`src/logic/tdac_pkg.sv`:
```
// Shared constants and types for the temperature-driven dual DAC mode control
package tdac_pkg;

    localparam int WORD_W = 12;
    localparam int BYTE_W = 8;
    localparam int NIB_W = 4;
    localparam int CHAN_N = 2;
    localparam int LUT_ADDR_W = 4;
    localparam int LUT_DEPTH = 16;

    // Sampling period: figure in ms, count derived from the clock rate
    localparam longint CLK_HZ = 100000000;
    localparam longint SAMPLE_PERIOD_MS = 25;
    localparam longint MS_PER_S = 1000;
    localparam int SAMPLE_CYCLES = int'(SAMPLE_PERIOD_MS * CLK_HZ / MS_PER_S);

    // Register map
    localparam logic [7:0] ADDR_RESULT_HIGH = 8'h00;
    localparam logic [7:0] ADDR_RESULT_LOW = 8'h01;
    localparam logic [7:0] ADDR_CHAN0_HIGH = 8'h02;
    localparam logic [7:0] ADDR_CHAN0_LOW = 8'h03;
    localparam logic [7:0] ADDR_CHAN1_HIGH = 8'h04;
    localparam logic [7:0] ADDR_CHAN1_LOW = 8'h05;
    localparam logic [7:0] ADDR_SENSOR_STATUS = 8'h07;
    localparam logic [7:0] ADDR_OVERRIDE_CONTROL = 8'h08;
    localparam logic [7:0] ADDR_ACCESS_LEVEL = 8'h09;
    localparam logic [7:0] ADDR_SENSOR_OVR_HIGH = 8'h0a;
    localparam logic [7:0] ADDR_SENSOR_OVR_LOW = 8'h0b;
    localparam logic [7:0] ADDR_CHAN0_OVR_HIGH = 8'h0c;
    localparam logic [7:0] ADDR_CHAN0_OVR_LOW = 8'h0d;
    localparam logic [7:0] ADDR_CHAN1_OVR_HIGH = 8'h0e;
    localparam logic [7:0] ADDR_CHAN1_OVR_LOW = 8'h0f;

    // Field positions and codes
    localparam int CTL_SENSOR_BIT = 0;
    localparam int CTL_INPUT_BIT = 1;
    localparam logic [7:0] PASSWORD_FIRST = 8'hcd;
    localparam logic [7:0] PASSWORD_SECOND = 8'hf0;
    localparam logic [7:0] ACCESS_READ_L2 = 8'h03;
    localparam logic [7:0] ACCESS_READ_NONE = 8'h00;
    localparam logic [7:0] STATUS_READY = 8'h00;
    localparam logic [7:0] STATUS_NOT_READY = 8'hff;
    localparam logic [7:0] READ_ZERO = 8'h00;
    localparam logic [11:0] WORD_RESET = 12'h000;
    localparam logic [3:0] NIB_RESET = 4'h0;
    localparam logic [1:0] CTL_RESET = 2'h0;

    typedef logic [WORD_W-1:0] tdac_word_t;

    typedef struct packed {
        tdac_word_t ch1;
        tdac_word_t ch0;
    } tdac_pair_s;

    typedef struct packed {
        logic wr;
        logic rd;
        logic [7:0] addr;
        logic [7:0] wdata;
    } tdac_regreq_s;

    typedef enum logic [1:0] {
        RC_IDLE = 2'b00,
        RC_FETCH = 2'b01,
        RC_APPLY = 2'b10
    } tdac_state_e;

endpackage : tdac_pkg

```
`src/logic/tdac_lut_mem.sv`:
```
// Coefficient lookup memory with registered read data
module tdac_lut_mem
    import tdac_pkg::*;
#(
    parameter int DATA_W = 2 * WORD_W,
    parameter int DEPTH = LUT_DEPTH,
    parameter int ADDR_W = LUT_ADDR_W
) (
    input wire logic sys_clk,
    input wire logic arst_n,
    input wire logic ce,
    input wire logic wr_en,
    input wire logic [ADDR_W-1:0] wr_addr,
    input wire logic [DATA_W-1:0] wr_data,
    input wire logic rd_en,
    input wire logic [ADDR_W-1:0] rd_addr,
    output logic [DATA_W-1:0] rd_data
);

    logic [DATA_W-1:0] mem [DEPTH];

    // Array carries no reset so it maps onto plain storage
    always_ff @(posedge sys_clk) begin
        if (ce && wr_en) begin
            mem[wr_addr] <= wr_data;
        end
    end

    always_ff @(posedge sys_clk or negedge arst_n) begin
        if (!arst_n) begin
            rd_data <= '0;
        end else if (ce && rd_en) begin
            rd_data <= mem[rd_addr];
        end
    end

endmodule // tdac_lut_mem

```
`src/logic/tdac_mode_ctrl.sv`:
```
// Signal path mode control: sampling, lookup, bypass, overrides and register file
// Notes on behaviour
// - After reset both override enables are clear and the default path runs.
// - The sensor result is refreshed every 25 ms with no host action.
// - Each new sample starts a recalculation from the lookup coefficients.
// - Each result is written to the channel input registers driving the outputs.
// - Sensor override enable makes the stored override word index the table.
// - The sensor override word is twelve-bit two's complement.
// - A sensor override high write waits; both bytes commit on the low write.
// - Per channel, input override high waits; both bytes commit on low write.
// - Clearing sensor override enable returns the index to the live sample.
// - Sensor override data and control registers are volatile and cleared at reset.
// - Without input override, a set bypass bit sends that channel's base value to its output.
// - Bypass bits are copied from non-volatile storage and act right after reset.
// - Each channel has its own bypass bit and base value.
// - Input override enable routes each channel's override word to its output.
// - One input override enable switches both channels together.
// - Writing 0xcd then 0xf0 to the access register grants level two.
// - Access register reads 0x03 while level two is active.
// - Control value 0x01 enables sensor override, 0x02 enables input override.
// - Result reads return the real sample even under sensor override.
// - Channel input reads return computed values even under input override.
module tdac_mode_ctrl
    import tdac_pkg::*;
#(
    parameter int SAMPLE_TICKS = SAMPLE_CYCLES
) (
    input wire logic sys_clk,
    input wire logic arst_n,
    input wire logic ce,
    input wire tdac_word_t sensor_sample,
    input wire logic [CHAN_N-1:0] nv_arith_bypass,
    input wire tdac_pair_s nv_chan_base,
    input wire logic lut_wr_en,
    input wire logic [LUT_ADDR_W-1:0] lut_wr_addr,
    input wire tdac_pair_s lut_wr_data,
    input wire tdac_regreq_s reg_req,
    output logic [BYTE_W-1:0] reg_rdata,
    output tdac_pair_s chan_analog_output,
    output logic level_two_access
);

    ////////////////////////////////////////////////////////////////////////////
    // Helpers

    // Two's complement to an ordered table index: flip the sign bit
    function automatic logic [LUT_ADDR_W-1:0] to_index(tdac_word_t t);
        to_index = {~t[WORD_W-1], t[WORD_W-2:WORD_W-LUT_ADDR_W]};
    endfunction

    function automatic logic wr_hit(tdac_regreq_s r, logic [7:0] a);
        wr_hit = r.wr && (r.addr == a);
    endfunction

    ////////////////////////////////////////////////////////////////////////////
    // Declarations

    localparam int CNT_W = $clog2(SAMPLE_TICKS + 1);
    localparam logic [CNT_W-1:0] CNT_LAST = CNT_W'(SAMPLE_TICKS - 1);
    localparam logic [CNT_W-1:0] CNT_ZERO = '0;

    logic [CNT_W-1:0] sample_cnt_reg;
    logic sample_tick;
    logic sample_seen_reg;
    tdac_word_t sensor_result_reg;
    logic [BYTE_W-1:0] result_low_shadow_reg;
    logic [1:0] override_control_reg;
    logic sensor_override_enable;
    logic input_override_enable;
    logic [NIB_W-1:0] sensor_ovr_high_pend_reg;
    tdac_word_t sensor_ovr_reg;
    logic [NIB_W-1:0] chan_ovr_high_pend_reg [CHAN_N];
    tdac_pair_s chan_ovr_reg;
    logic pw_armed_reg;
    logic level_two_reg;
    logic init_done_reg;
    logic [CHAN_N-1:0] arith_bypass_reg;
    tdac_pair_s chan_base_reg;
    tdac_state_e state_reg;
    tdac_state_e state_next;
    logic recalc_pend_reg;
    logic recalc_req;
    logic lut_rd_en;
    logic [LUT_ADDR_W-1:0] lut_addr;
    tdac_pair_s lut_rd_data;
    tdac_pair_s alu_result_reg;
    tdac_pair_s chan_input_reg;
    tdac_pair_s dac_code_reg;
    logic [BYTE_W-1:0] rdata_reg;
    logic [BYTE_W-1:0] rdata_next;
    tdac_word_t index_word;
    logic ovr_commit;

    assign sensor_override_enable = override_control_reg[CTL_SENSOR_BIT];
    assign input_override_enable = override_control_reg[CTL_INPUT_BIT];

    ////////////////////////////////////////////////////////////////////////////
    // Sampling

    assign sample_tick = ce && (sample_cnt_reg == CNT_LAST);

    always_ff @(posedge sys_clk or negedge arst_n) begin
        if (!arst_n) begin
            sample_cnt_reg <= CNT_ZERO;
        end else if (ce) begin
            sample_cnt_reg <= (sample_cnt_reg == CNT_LAST) ? CNT_ZERO : sample_cnt_reg + 1'b1;
        end
    end

    // Result keeps the real sample whatever the override state
    always_ff @(posedge sys_clk or negedge arst_n) begin
        if (!arst_n) begin
            sensor_result_reg <= WORD_RESET;
            sample_seen_reg <= 1'b0;
        end else if (sample_tick) begin
            sensor_result_reg <= sensor_sample;
            sample_seen_reg <= 1'b1;
        end
    end

    ////////////////////////////////////////////////////////////////////////////
    // Access level

    always_ff @(posedge sys_clk or negedge arst_n) begin
        if (!arst_n) begin
            pw_armed_reg <= 1'b0;
            level_two_reg <= 1'b0;
        end else if (ce && wr_hit(reg_req, ADDR_ACCESS_LEVEL)) begin
            pw_armed_reg <= (reg_req.wdata == PASSWORD_FIRST);
            // Any other value drops the level, so a stray write locks the overrides again
            level_two_reg <= pw_armed_reg && (reg_req.wdata == PASSWORD_SECOND);
        end
    end

    ////////////////////////////////////////////////////////////////////////////
    // Override registers (volatile)

    always_ff @(posedge sys_clk or negedge arst_n) begin
        if (!arst_n) begin
            override_control_reg <= CTL_RESET;
        end else if (ce && level_two_reg && wr_hit(reg_req, ADDR_OVERRIDE_CONTROL)) begin
            // Both bits stored as written; host keeps them exclusive
            override_control_reg <= reg_req.wdata[CTL_INPUT_BIT:CTL_SENSOR_BIT];
        end
    end

    always_ff @(posedge sys_clk or negedge arst_n) begin
        if (!arst_n) begin
            sensor_ovr_high_pend_reg <= NIB_RESET;
            sensor_ovr_reg <= WORD_RESET;
        end else if (ce && level_two_reg) begin
            if (wr_hit(reg_req, ADDR_SENSOR_OVR_HIGH)) begin
                sensor_ovr_high_pend_reg <= reg_req.wdata[NIB_W-1:0];
            end
            if (wr_hit(reg_req, ADDR_SENSOR_OVR_LOW)) begin
                sensor_ovr_reg <= {sensor_ovr_high_pend_reg, reg_req.wdata};
            end
        end
    end

    generate
        for (genvar c = 0; c < CHAN_N; c++) begin : g_chan_ovr
            localparam logic [7:0] A_HIGH = (c == 0) ? ADDR_CHAN0_OVR_HIGH : ADDR_CHAN1_OVR_HIGH;
            localparam logic [7:0] A_LOW = (c == 0) ? ADDR_CHAN0_OVR_LOW : ADDR_CHAN1_OVR_LOW;
            always_ff @(posedge sys_clk or negedge arst_n) begin
                if (!arst_n) begin
                    chan_ovr_high_pend_reg[c] <= NIB_RESET;
                    chan_ovr_reg[c*WORD_W +: WORD_W] <= WORD_RESET;
                end else if (ce && level_two_reg) begin
                    if (wr_hit(reg_req, A_HIGH)) begin
                        chan_ovr_high_pend_reg[c] <= reg_req.wdata[NIB_W-1:0];
                    end
                    if (wr_hit(reg_req, A_LOW)) begin
                        chan_ovr_reg[c*WORD_W +: WORD_W] <= {chan_ovr_high_pend_reg[c], reg_req.wdata};
                    end
                end
            end
        end
    endgenerate

    ////////////////////////////////////////////////////////////////////////////
    // Non-volatile bypass and base, caught on the first enabled cycle after reset

    always_ff @(posedge sys_clk or negedge arst_n) begin
        if (!arst_n) begin
            init_done_reg <= 1'b0;
            arith_bypass_reg <= '0;
            chan_base_reg <= '0;
        end else if (ce && !init_done_reg) begin
            init_done_reg <= 1'b1;
            arith_bypass_reg <= nv_arith_bypass;
            chan_base_reg <= nv_chan_base;
        end
    end

    ////////////////////////////////////////////////////////////////////////////
    // Recalculation

    // The word stored at this edge is forwarded, so a start never reads the previous sample
    assign index_word = sensor_override_enable
        ? (ovr_commit ? {sensor_ovr_high_pend_reg, reg_req.wdata} : sensor_ovr_reg)
        : (sample_tick ? sensor_sample : sensor_result_reg);
    assign lut_addr = to_index(index_word);
    assign ovr_commit = ce && level_two_reg && sensor_override_enable && wr_hit(reg_req, ADDR_SENSOR_OVR_LOW);
    assign recalc_req = sample_tick || ovr_commit || recalc_pend_reg;
    assign lut_rd_en = (state_reg == RC_IDLE) && recalc_req;

    // Start that arrives while busy is held until idle; in idle the clear wins, as that start is taken at once
    always_ff @(posedge sys_clk or negedge arst_n) begin
        if (!arst_n) begin
            recalc_pend_reg <= 1'b0;
        end else if (ce) begin
            recalc_pend_reg <= (sample_tick || ovr_commit || recalc_pend_reg) && (state_reg != RC_IDLE);
        end
    end

    always_comb begin
        state_next = state_reg;
        case (state_reg)
            RC_IDLE: begin
                if (recalc_req) begin
                    state_next = RC_FETCH;
                end
            end
            RC_FETCH: begin
                state_next = RC_APPLY;
            end
            RC_APPLY: begin
                state_next = RC_IDLE;
            end
            default: begin
                state_next = RC_IDLE;
            end
        endcase
    end

    always_ff @(posedge sys_clk or negedge arst_n) begin
        if (!arst_n) begin
            state_reg <= RC_IDLE;
        end else if (ce) begin
            state_reg <= state_next;
        end
    end

    tdac_lut_mem #(
        .DATA_W(2 * WORD_W),
        .DEPTH(LUT_DEPTH),
        .ADDR_W(LUT_ADDR_W)
    ) u_lut (
        .sys_clk(sys_clk),
        .arst_n(arst_n),
        .ce(ce),
        .wr_en(lut_wr_en),
        .wr_addr(lut_wr_addr),
        .wr_data(lut_wr_data),
        .rd_en(lut_rd_en),
        .rd_addr(lut_addr),
        .rd_data(lut_rd_data)
    );

    // Arithmetic: base plus per-segment table offset, wrapping at twelve bits
    always_ff @(posedge sys_clk or negedge arst_n) begin
        if (!arst_n) begin
            alu_result_reg <= '0;
        end else if (ce && state_reg == RC_FETCH) begin
            alu_result_reg.ch0 <= WORD_W'(chan_base_reg.ch0 + lut_rd_data.ch0);
            alu_result_reg.ch1 <= WORD_W'(chan_base_reg.ch1 + lut_rd_data.ch1);
        end
    end

    // Channel input registers hold computed values, never the override words
    always_ff @(posedge sys_clk or negedge arst_n) begin
        if (!arst_n) begin
            chan_input_reg <= '0;
        end else if (ce && state_reg == RC_APPLY) begin
            chan_input_reg <= alu_result_reg;
        end
    end

    ////////////////////////////////////////////////////////////////////////////
    // Output multiplexers

    generate
        for (genvar c = 0; c < CHAN_N; c++) begin : g_out
            always_ff @(posedge sys_clk or negedge arst_n) begin
                if (!arst_n) begin
                    dac_code_reg[c*WORD_W +: WORD_W] <= WORD_RESET;
                end else if (ce) begin
                    if (input_override_enable) begin
                        dac_code_reg[c*WORD_W +: WORD_W] <= chan_ovr_reg[c*WORD_W +: WORD_W];
                    end else if (arith_bypass_reg[c]) begin
                        dac_code_reg[c*WORD_W +: WORD_W] <= chan_base_reg[c*WORD_W +: WORD_W];
                    end else begin
                        dac_code_reg[c*WORD_W +: WORD_W] <= chan_input_reg[c*WORD_W +: WORD_W];
                    end
                end
            end
        end
    endgenerate

    ////////////////////////////////////////////////////////////////////////////
    // Register reads

    always_comb begin
        rdata_next = READ_ZERO;
        case (reg_req.addr)
            ADDR_RESULT_HIGH: rdata_next = BYTE_W'(sensor_result_reg[WORD_W-1:BYTE_W]);
            ADDR_RESULT_LOW: rdata_next = result_low_shadow_reg;
            ADDR_CHAN0_HIGH: rdata_next = BYTE_W'(chan_input_reg.ch0[WORD_W-1:BYTE_W]);
            ADDR_CHAN0_LOW: rdata_next = chan_input_reg.ch0[BYTE_W-1:0];
            ADDR_CHAN1_HIGH: rdata_next = BYTE_W'(chan_input_reg.ch1[WORD_W-1:BYTE_W]);
            ADDR_CHAN1_LOW: rdata_next = chan_input_reg.ch1[BYTE_W-1:0];
            ADDR_SENSOR_STATUS: rdata_next = sample_seen_reg ? STATUS_READY : STATUS_NOT_READY;
            ADDR_OVERRIDE_CONTROL: rdata_next = BYTE_W'(override_control_reg);
            ADDR_ACCESS_LEVEL: rdata_next = level_two_reg ? ACCESS_READ_L2 : ACCESS_READ_NONE;
            ADDR_SENSOR_OVR_HIGH: rdata_next = BYTE_W'(sensor_ovr_reg[WORD_W-1:BYTE_W]);
            ADDR_SENSOR_OVR_LOW: rdata_next = sensor_ovr_reg[BYTE_W-1:0];
            ADDR_CHAN0_OVR_HIGH: rdata_next = BYTE_W'(chan_ovr_reg.ch0[WORD_W-1:BYTE_W]);
            ADDR_CHAN0_OVR_LOW: rdata_next = chan_ovr_reg.ch0[BYTE_W-1:0];
            ADDR_CHAN1_OVR_HIGH: rdata_next = BYTE_W'(chan_ovr_reg.ch1[WORD_W-1:BYTE_W]);
            ADDR_CHAN1_OVR_LOW: rdata_next = chan_ovr_reg.ch1[BYTE_W-1:0];
            default: rdata_next = READ_ZERO;
        endcase
    end

    // Low byte is frozen by the high read so a pair read stays coherent
    always_ff @(posedge sys_clk or negedge arst_n) begin
        if (!arst_n) begin
            result_low_shadow_reg <= READ_ZERO;
        end else if (ce && reg_req.rd && reg_req.addr == ADDR_RESULT_HIGH) begin
            result_low_shadow_reg <= sensor_result_reg[BYTE_W-1:0];
        end
    end

    always_ff @(posedge sys_clk or negedge arst_n) begin
        if (!arst_n) begin
            rdata_reg <= READ_ZERO;
        end else if (ce && reg_req.rd) begin
            rdata_reg <= rdata_next;
        end
    end

    assign reg_rdata = rdata_reg;
    assign chan_analog_output = dac_code_reg;
    assign level_two_access = level_two_reg;
endmodule // tdac_mode_ctrl

```
`config.mk`:
```
export PLATFORM = sky130hd
export DESIGN_NAME = tdac_mode_ctrl
export DESIGN_NICKNAME = d
export VERILOG_FILES = /design/src/logic/tdac_pkg.sv /design/src/logic/tdac_lut_mem.sv /design/src/logic/tdac_mode_ctrl.sv
export SDC_FILE = /design/constraint.sdc
export NUM_CORES = 1
export LEC_CHECK = 0
export BUFFER_PORTS_ARGS = -buffer_cell sky130_fd_sc_hd__buf_4
export CAP_MARGIN = 0
export CORE_ASPECT_RATIO = 0.75
export CORE_UTILIZATION = 45
export DETAILED_ROUTE_END_ITERATION = 6
export PLACE_DENSITY = 0.62
export RECOVER_POWER = 100
export SLEW_MARGIN = 20
export SYNTH_ARGS = -nofsm -noshare
export SYNTH_HDL_FRONTEND = slang
export SYNTH_HIERARCHICAL = 1
export SYNTH_SLANG_ARGS = --single-unit
```
`constraint.sdc`:
```
create_clock -name sys_clk -period 5.31 [get_ports sys_clk]
set_input_delay 0.531 -clock sys_clk [delete_from_list [all_inputs] [get_ports sys_clk]]
set_output_delay 0.531 -clock sys_clk [all_outputs]
set_load 0.02 [all_outputs]
```
# == Word-level counts from Yosys, hierarchy flattened ==
# Memories as Yosys holds them, arrays and structs flattened. A register that Yosys moved wholly into a read port is not among the register bits.
# Cells that the tools add are included.
# op_classes
eq_ne,20
muxes,15
addsub,3
bitwise_logic,1
n_reduce_logical,38
# ops
op,count
8-bit one-hot mux with 15 select lines,1
12-bit two-way mux,7
"8-bit by 4-bit equality test with 1-bit output, second input constant",8
12-bit adder,2
"8-bit by 3-bit equality test with 1-bit output, second input constant",3
1-bit logical AND,24
"22-bit by 1-bit adder with 22-bit output, second input constant",1
"22-bit equality test, second input constant",1
22-bit two-way mux,1
"8-bit by 2-bit equality test with 1-bit output, second input constant",2
"8-bit equality test, second input constant",2
2-bit AND reduction,7
"8-bit by 1-bit equality test with 1-bit output, second input constant",1
8-bit zero test,1
8-bit two-way mux,1
2-bit two-way mux,2
2-bit one-hot mux with 2 select lines,1
"2-bit by 1-bit equality test with 1-bit output, second input constant",1
"2-bit equality test, second input constant",1
1-bit zero test,2
2-bit zero test,1
1-bit logical OR,2
1-bit two-way mux,2
"2-bit != test, second input constant",1
other kinds (2),2
# totals
word_cells,104
output_inout_bits,33
reg_bits,205
ram_bits,384
memories,1
# memory_table
memory,depth,word_bits,read_ports,rd_clocked_by_memory_dff,write_ports,line,text
u_lut.mem,16,24,1,1,1,tdac_lut_mem.sv:20,logic [DATA_W-1:0] mem [DEPTH];

# == Logic depth before layout (Yosys ltp) ==
# Gate-level depths: netlist of run 1.
# logic_depth
depth_word,7
depth_mapped,14
depth_no_buf,9

# == Cells and area by module ==
# Netlist of run 1, hierarchy kept.
# modules_own_cells
module,area_per_inst_um2,cells_per_inst,n_inst
tdac_lut_mem,15795.1,897,1
tdac_mode_ctrl,10262.3,904,1

# == Worst setup path before layout of run 1 ==
# Ideal clock, no wire load.
# synth_timing
kind,input port to flip-flop
start,input port lut_wr_addr[2]
end,"memory u_lut/mem[0][0] in the netlist's numbering, enable pin"
arrival_time_ns,2.633
path_stages,2
n_path_buf,0
path_slack_ns,2.241
path_cell_list,or3_1 nor3_1
# synth_rtl
item,line,text
from (decl),tdac_mode_ctrl.sv:35,"input wire logic [LUT_ADDR_W-1:0] lut_wr_addr,"
to (decl),tdac_lut_mem.sv:20,
# No word-level cell before the write port.

# == Worst setup path in the final report of run 1 ==
# layout_timing
start,input port reg_req[11] in the netlist's numbering
end,"register u_lut.rd_data[10], read port of u_lut.mem"
# layout_between
word_cells_on_any_way,10
cone_classes,eq/ne (1); mux (2); bitwise (1); reduce/logical (6)
# layout_rtl
item,line,text
from (decl),tdac_mode_ctrl.sv:37,"input wire tdac_regreq_s reg_req,"
8-bit by 4-bit equality test with 1-bit output,tdac_mode_ctrl.sv:52,wr_hit = r.wr && (r.addr == a);
1-bit logical AND,tdac_mode_ctrl.sv:52,
1-bit logical AND,tdac_mode_ctrl.sv:204,"assign ovr_commit = ce && level_two_reg && sensor_override_enable && wr_hit(reg_req, ADDR_SENSOR_OVR_LOW);"
12-bit two-way mux (2 in series),tdac_mode_ctrl.sv:201,"? (ovr_commit ? {sensor_ovr_high_pend_reg, reg_req.wdata} : sensor_ovr_reg)"
via index_word[8],tdac_mode_ctrl.sv:91,tdac_word_t index_word;
to (decl),tdac_lut_mem.sv:17,output logic [DATA_W-1:0] rd_data
# The timed path passes the listed nets, and every way through them passes these cells.
# A chain may end at the register's enable or synchronous reset.

==> results of run 1 <==
how the worst min path moves through the flow:
stage / depth (start not counted) / end / slack, ns
final: 2 / chan_base_reg[22] / 0.15
after global routing: 2 / register / 0.12
after CTS: 2 / chan_base_reg[22] / 0.12
after detailed placement: 2 / alu_result_reg[0] / 0.46
after global placement: 2 / alu_result_reg[0] / 0.46
after floorplan: 0 / async pin / 0.24
report_power, final:
group / internal, W / switching (W) / total [W]
combinational: 0.000167 / 0.000287 / 0.000455
clock: 0.00228 / 0.00180 / 0.00408
sequential: 0.00520 / 0.000106 / 0.00531
total: 0.00765 / 0.00219 / 0.00984
layer usage:
layer | vias up | track usage (%)
met5 | - | 0
met4 | 2 | 5.201
met3 | 78 | 4.600
met2 | 437 | 34.52
met1 | 8102 | 36.40
li1 | 7106 | -
kinds of logic after synthesis:
group | share of synthesized area [%]
compound gates | 6.261
simple gates | 7.611
mux | 15.13
xor+xnor | 1.008
fa+ha+maj | 1.258
buf+inv | 2.483
flops | 66.24
cells in the final DEF, fill, tap and decap left out, types with 58 or more instances in the layout:
master,Yosys,routed
sky130_fd_sc_hd__clkbuf_16,0,58
sky130_fd_sc_hd__o21ai_0,60,60
sky130_fd_sc_hd__edfxtp_1,384,384
sky130_fd_sc_hd__nand2_1,167,167
sky130_fd_sc_hd__mux2_2,149,141
sky130_fd_sc_hd__a22oi_1,75,75
sky130_fd_sc_hd__nand3_1,86,86
sky130_fd_sc_hd__mux2i_1,223,223
sky130_fd_sc_hd__buf_4,8,76
sky130_fd_sc_hd__clkbuf_1,45,93
sky130_fd_sc_hd__dfrtp_1,229,229
area by class of cell:
cell class                      instances  area, sq um  area share, %
Clock buffer                           79         1620          5.536
Timing Repair Buffer                  162        944.7          3.227
Multi-Input combinational cell       1078         8199          28.01
Sequential cell                       613        17260          58.97
Inverter                               11        41.29         0.1411
Clock inverter                         28        240.2         0.8207
Tap cell                              770        963.4          3.291
worst reg2reg max path: stages (launching register included):
cell                       delay [ns]
sky130_fd_sc_hd__dfrtp_1         0.44
sky130_fd_sc_hd__inv_1           0.09
sky130_fd_sc_hd__or4b_1          0.56
sky130_fd_sc_hd__nor4_4          0.73
sky130_fd_sc_hd__clkbuf_1        0.68
sky130_fd_sc_hd__mux2_1          0.50
sky130_fd_sc_hd__mux2i_1         0.21
sky130_fd_sc_hd__and3_1          0.18
sky130_fd_sc_hd__buf_4           0.43
sky130_fd_sc_hd__nand4_1         0.25
sky130_fd_sc_hd__nand3_1         0.14
stage by stage:
| step | hold WS [ns] | worst slack (ns) |
|---|---|---|
| finish | 0.1514 | 0.8512 |
| global route | 0.1243 | 0.6215 |
| CTS | 0.1178 | 1.264 |
| detailed placement | 0.4647 | 0.9705 |
| global placement | 0.4565 | 0.9467 |
| floorplan | 0.2354 | 2.241 |
repair_timing:
item                                   in CTS  in global routing
setup buffers                               0                  0
endpoints found under the hold margin      65                  0
hold buffers                                1                  0
==> results by stage, run 1 <==
Layout:
- The register with the most flip-flops in the layout has 384 of them.
- The post-route standard cell area excluding fillers is 0.02927 sq mm.
- The final core area utilization is 51.73%.
- The final antenna diode count is 0.
- In the final layout, the share of cells above drive strength 1 is 16.54%.
- The final non-filler cell total is 2,741.
- The final layout contains 2,036 nets.
- The area added between synthesis and finish is 12.33%.
- The register with the most flip-flops in the final layout is u_lut/mem.
- After filler insertion, the fill cell instance count of the layout stands at 4,859.

Power:
- Total power for the finished layout comes to 0.009839 W.
- The leakage power is 10.70 nW.
- The highest ir drop seen on vdd is 287.8 uV.
- Dividing total power by cell area gives a power density of 336.2 mW/mm^2.

Setup path:
- In this run the worst setup path terminates at u_lut/rd_data[10].
- The top cell family by delay on the critical path is simple AND/OR/NAND/NOR gates.
- At the worst endpoint, the required time is 5.81 ns.
- The timing startpoint of the critical path is reg_req[11].
- The endpoint arrival time on the critical path is 4.96 ns.
- The buffering stage count on the worst path with inverters included is 2.
- The cell seen most often among critical-path stages is sky130_fd_sc_hd__nand4_1.
- The kind of start point of the critical path is an input port.
- The source of the worst register-to-register timing path is sample_cnt_reg[7].
- The worst-path cell with the longest stage delay is sky130_fd_sc_hd__clkbuf_1.
- The maximum single-stage delay on the critical path is 0.87 ns.
- The worst setup path is captured at a register.
- The startpoint-to-endpoint class of the critical path is input port to register.
- The end of the worst register-to-register path is u_lut/rd_data[4].
- The path depth of the worst reg2reg path is 10.
- The largest fanout of any net on the critical path is 85.
- Walking the worst path, the cells encountered are clkbuf_1 -> nor2b_1 -> nand4_1 -> nor2_1 -> mux2_1 -> mux2_8 -> buf_4 -> mux2i_1 -> a22oi_1 -> nand4_1 -> nand3_1.
- The setup check on the worst reg-to-reg path leaves a slack of 1.03 ns.
- Counting buffers and inverters, the worst setup path is 11 cells deep.

Timing:
- The highest clock rate is 224.3 MHz.
- In this run the tightest slew margin relative to its limit is -112.2%.
- Setup total negative slack on the finished layout was measured at 0 ns.
- Setup repair after global routing left no endpoint under its margin.
- The share of the clock period used by the worst path after layout is 83.97%.
- The final max-slew violation count is 555.
- Counting I/O delays and the setup requirement, the final critical path takes 4.459 ns.
- Across the routed clock network, the largest skew measured is 0.02250 ns.
- Setup violations remaining at the end of the flow were counted as 0.
- The number of endpoints with negative hold slack in the final report came to 0.
- The transition time at the pin with the least slew margin is 3.171 ns.

Synth:
- A synthesized cell averages 14.47 sq um.
- The synthesized netlist cell count is 1,801.
- The netlist area before placement is 0.02606 sq mm.
- For this run, the number of Yosys warnings is 6.
- The number of nets in the synthesized netlist is 1,914.
- Yosys mapped a number of flops with a built-in enable equal to 384.
- By area the synthesized netlist is led by sky130_fd_sc_hd__edfxtp_1 44%, sky130_fd_sc_hd__dfrtp_1 22%, sky130_fd_sc_hd__mux2i_1 8.6%.
- Counting distinct cell types in the post-synthesis netlist gives 71.
- The most frequently used cell type in the post-synthesis netlist is sky130_fd_sc_hd__edfxtp_1.
- After synthesis the netlist holds a flip-flop and latch count of 613.
- Of the synthesized area, sequential elements account for 66.24%.
- The largest total area in the synthesized netlist belongs to sky130_fd_sc_hd__edfxtp_1.
- For this run, the leading register cell type out of synthesis is sky130_fd_sc_hd__edfxtp_1.
- After synthesis, the largest area contributor takes up 44.25% of total cell area.
- By count the netlist is led by 384 x sky130_fd_sc_hd__edfxtp_1, 229 x sky130_fd_sc_hd__dfrtp_1, 223 x sky130_fd_sc_hd__mux2i_1, 167 x sky130_fd_sc_hd__nand2_1, 149 x sky130_fd_sc_hd__mux2_2.
- The share of async-settable or async-resettable flops after synthesis is 37.36%.

Drt:
- The count of routing violations after the opening detailed-route iteration is 1,275.
- Wire segments on met3 add up to 4584 um in the final route.
- The first TritonRoute pass finished after 5 iterations.
- The detail route stage leaves a number of antenna-violating nets equal to 0.
- Summing over every cut layer, the via total after detailed routing is 15.73k.
- The via density per instance is 5.737.
- Summed over all layers, the routed wires come to 68,390 um.
- After detailed routing, no signal wire sits above met5.
- For this block, wires on met1 add up to 32,990 um.
- After detailed routing, the met2 layer carries 29,660 um of wire.
- In the final routed layout, each cell accounts on average for 24.95 um.
- In the routed design, unresolved DRC markers number 0.

Placement:
- Buffers placed on the I/O ports in this run total 120.
- The instance area after placement is 0.02792 sq mm.
- The placed wire-length estimate after detailed placement is 42,650 um.
- The number of instances in the placed design is 2,632.
- The final weighted congestion in routability-driven placement is 0.9558.

Hold path:
- The tightest min-delay check is of the input port to register type.
- The start point of the worst min-delay path is nv_chan_base[22].

CTS:
- For this design, the sink count on the clock tree is 613.
- The CTS tree is built.
- Clock-pin slew was measured on the worst setup and hold paths at 0.06 ns.
- Clock latency on the worst-skew pair, taken at its later pin, is 0.62 ns.
- Once the clock tree was built, the resizer swapped 0 gates to a different size.
- The buffer levels on the longest clock path is 3.
- The tree is rooted in a sky130_fd_sc_hd__clkbuf_16.
- CTS built an H-tree with a depth of 2.
- Counting the buffers created by CTS gives 57.

Floorplanning:
- The floorplan step defined a die boundary enclosing 0.05888 sq mm.
- The core region is 0.05659 sq mm.
- The initial utilization of the core area, before any placement, comes to 46.05%.
- The die height is 210.4 um.
- The floorplan step set the die width to 279.9 um.
- The number of top-level design ports is 121.
- The floorplan has 75 rows.

Outcome:
- The flow ran to the end, but the final reports show violations.
- The final reports fail on max-capacitance violations, max-slew violations.

GRT:
- Global routing used 23.65% of the available tracks.
- The largest net degree at the start of global routing is 106.
- The first global-routing pass estimated 103,100 um of wire.
- The number of antenna violations at the first check in global routing is 1.
- The total overflow left after global routing is 0.
- The via count of the first global-routing pass was 15.78k.

Run:
- The number of max-cap violations is 18.
No activity file was read; power rests on OpenSTA's default activity.
==> run 2: changes to the inputs <==
- clock period: 5.31 -> 4.2 ns (I/O delays scaled with it)
==> run 2 against run 1 <==
Net effect: the run still ends with max-capacitance violations, max-slew violations left; non-clock buffer count rose by 7; cell area rose by 1.0%; sequential power up 26%; register-to-register slack got worse by 0.60 ns; flip-flop and latch count unchanged; total power increased by 29%; clock power rose by 33%; first-iteration DRC count grew 6.8%; critical path depth shrank 1; critical path type is now register to register; highest routed layer is now met4.
==> results by stage, run 2 (synthesized netlist as in run 1, its figures left out) <==
GRT:
- The remaining global-route overflow is 0 (unchanged).
- The number of antenna violations at the first check in global routing is 2 (was 1).
- The global-route wire length before repair came to 101,000 um (was 103,100 um).
- The global router's overall resource usage is 23.29% (was 23.65%).
- The largest net degree at the start of global routing came to 105 (was 106).
- The via count of the first global-routing pass is 15.72k (was 15.78k).

Setup path:
- Cells traversed along the worst timing path: inv_1 -> or4b_1 -> nor4_4 -> mux2_1 -> mux2_1 -> and2_1 -> buf_12 -> a22oi_1 -> nand4_1 -> nand3_1 (was clkbuf_1 -> nor2b_1 -> nand4_1 -> nor2_1 -> mux2_1 -> mux2_8 -> buf_4 -> mux2i_1 -> a22oi_1 -> nand4_1 -> nand3_1).
- The path depth of the worst reg2reg path is 10 (unchanged).
- The critical path endpoint category is a register (unchanged).
- The register-to-register path setup slack was 0.43 ns (was 1.03 ns).
- The end of the worst register-to-register path is u_lut/rd_data[12] (was u_lut/rd_data[4]).
- The source of the worst register-to-register timing path is sample_cnt_reg[7] (unchanged).
- The startpoint-to-endpoint class of the critical path is register to register (was input port to register).
- The buffering stage count on the worst path with inverters included is 2 (unchanged).
- The maximum single-stage delay on the critical path is 0.55 ns (was 0.87 ns).
- The kind of start point of the critical path is a register (was input port).
- The endpoint arrival time on the critical path is 4.34 ns (was 4.96 ns).
- The required arrival time at the worst endpoint is 4.77 ns (was 5.81 ns).
- The worst-path cell with the longest stage delay is sky130_fd_sc_hd__or4b_1 (was sky130_fd_sc_hd__clkbuf_1).
- The cell seen most often among critical-path stages was sky130_fd_sc_hd__mux2_1 (was sky130_fd_sc_hd__nand4_1).
- The top cell family by delay on the critical path is simple AND/OR/NAND/NOR gates (unchanged).
- The largest fanout of any net on the critical path is 34 (was 85).

Drt:
- The number of search-and-repair iterations in the first detailed-routing pass is 6 (was 5).
- The total DRC errors in the routed layout is 0 (unchanged).
- The number of antenna-violating nets in the routed design is 0 (unchanged).
- The total via count after detailed routing is 15.78k (was 15.73k).
- The via density per instance is 5.741 (was 5.737).
- The total detailed-routing wirelength is 67,680 um (was 68,390 um).
- The count of routing violations after the opening detailed-route iteration was 1,362 (was 1,275).
- The wire length per cell is 24.62 um (was 24.95 um).

Layout:
- The area added between synthesis and finish was 13.45% (was 12.33%).
- The most common cell after layout, fill and taps aside is sky130_fd_sc_hd__edfxtp_1 (unchanged).
- The layout cell share with drive strength beyond 1 is 17.48% (was 16.54%).
- The post-route standard cell area excluding fillers was 0.02956 sq mm (was 0.02927 sq mm).
- The final non-filler cell total is 2,749 (was 2,741).
- The register bank with the most flops is u_lut/mem (unchanged).
- The number of filler cells placed in the layout is 4,793 (was 4,859).
- The number of nets in the final layout is 2,043 (was 2,036).
- Commonest non-fill, non-tap cells in the layout: 384 x sky130_fd_sc_hd__edfxtp_1, 229 x sky130_fd_sc_hd__dfrtp_1, 223 x sky130_fd_sc_hd__mux2i_1 (unchanged).
- The final core area utilization is 52.25% (was 51.73%).
- The flip-flop count of the largest register after layout came to 384 (unchanged).
- The final antenna diode count was 0 (unchanged).

CTS:
- The master cell of the clock root buffer is sky130_fd_sc_hd__clkbuf_16 (unchanged).
- The CTS tree is built (unchanged).
- The clock latency at the later pin of the worst-skew pair was 0.64 ns (was 0.62 ns).
- The buffer levels on the longest clock path came to 3 (unchanged).
- The number of setup buffers added after CTS came to 0 (unchanged).
- The TritonCTS buffer count was 57 (unchanged).
- The clock-pin slew on the worst setup and hold paths is 0.07 ns (was 0.06 ns).
- The clock net sink count came to 613 (unchanged).
- The CTS H-tree depth is 2 (unchanged).

Hold path:
- The start point of the worst min-delay path is nv_chan_base[15] (was nv_chan_base[22]).
- The worst hold path depth was 2 (unchanged).
- The worst hold path class is input port to register (unchanged).
- The hold path endpoint was chan_base_reg[15] (was chan_base_reg[22]).

Timing:
- The clock tree skew after final layout is 0.03134 ns (was 0.02250 ns).
- The worst-case hold slack is 0.03437 ns (was 0.1514 ns).
- The transition time at the pin with the least slew margin is 2.346 ns (was 3.171 ns).
- The number of endpoints with negative hold slack in the final report was 0 (unchanged).
- The total negative slack for setup checks came to 0 ns (unchanged).
- The max-slew headroom at the worst pin is -56.42% (was -112.2%).
- The share of the clock period used by the worst path after layout is 89.65%.
- Setup repair after global routing missed its margin: false (unchanged).
- Based on the critical path, the design can be clocked at up to 265.6 MHz.
- After layout, the minimum clock period comes to 3.765 ns.
- The final max-slew violation count is 418 (was 555).
- The number of endpoints failing setup at the final stage is 0 (unchanged).

Run:
- The number of max-cap violations was 13 (was 18).

Outcome:
- Violated checks: max-capacitance violations, max-slew violations (unchanged).
- Status: finished, violations left (unchanged).

Power:
- The leakage power is 10.80 nW (was 10.70 nW).
- The ratio of total power to cell area came to 430.6 mW/mm^2 (was 336.2 mW/mm^2).
- The highest ir drop seen on vdd is 350.6 uV (was 287.8 uV).

Floorplanning:
- The initial cell density of the core is 46.05% (unchanged).
- The area of the core region is 0.05659 sq mm (unchanged).
- The overall die area is 0.05888 sq mm (unchanged).
- The number of top-level design ports was 121 (unchanged).
- The total number of placement rows is 75 (unchanged).
- The die extent in x is 279.9 um (unchanged).
- The die height is 210.4 um (unchanged).

Placement:
- The number of instances in the placed design is 2,639 (was 2,632).
- The placed wire-length estimate after detailed placement came to 41,660 um (was 42,650 um).
- The count of input and output buffers is 120 (unchanged).
- The instance area after placement came to 0.02796 sq mm (was 0.02792 sq mm).
- The final weighted congestion in routability-driven placement came to 0.9272 (was 0.9558).
## run 2: cell types whose count changed in the layout (fill, tap and decap cells not counted), sizes merged
cell         change
clkbuf          +10
clkinv           -3
buf              -3
inv              -1
bufinv           +4
dlygate4sd3      +1
## run 2: final cells by class
type	instances	area [sq um]	area share, %
inverter	11	41.29	0.1397
clock inverter	28	347.8	1.177
tap	770	963.4	3.259
multi-input combinational	1078	8262	27.95
clock buffer	80	1634	5.527
timing repair buffer	169	1054	3.564
sequential	613	17260	58.39
## run 2: power by group
| group | switching (W) | total [W] | internal [W] |
|---|---|---|---|
| clock network | 0.00229 | 0.00544 | 0.00315 |
| registers | 0.000132 | 0.00671 | 0.00657 |
| logic | 0.000366 | 0.000580 | 0.000214 |
| total | 0.00279 | 0.0127 | 0.00994 |
## run 2: routing by layer
metal	wire, um	up-vias	track usage (%)
met5	0	-	0
met4	1318	0	5.728
met3	5399	86	5.110
met2	29320	528	34.09
met1	31640	8040	35.16
li1	-	7129	-
## run 2: worst max-delay path by stage
stage	from	end	slack [ns]	cells past startpoint
detailed placement	sample_cnt_reg[7]	u_lut/rd_data[12]	0.64	10
finish	sample_cnt_reg[7]	u_lut/rd_data[12]	0.43	10
global route	sample_cnt_reg[7]	u_lut/rd_data[12]	0.23	10
global placement	sample_cnt_reg[7]	u_lut/rd_data[12]	0.70	10
floorplan	lut_wr_addr[2]	u_lut/mem[0][0]	1.24	2
CTS	sample_cnt_reg[7]	u_lut/rd_data[12]	0.64	10
## run 2: metrics by stage
stage	worst slack (ns)	total power, W
2_1_floorplan	1.242	0.007088
3_3_place_gp	0.7032	0.007435
6_report	0.4347	0.01273
3_5_place_dp	0.6442	0.007455
5_1_grt	0.2345	0.01314
4_1_cts	0.6370	0.01288
## run 2: repair_timing
item	CTS	global route
hold buffers	2	0
endpoints found under the setup margin	0	0
resized for setup	0	0
endpoints found under the hold margin	23	0
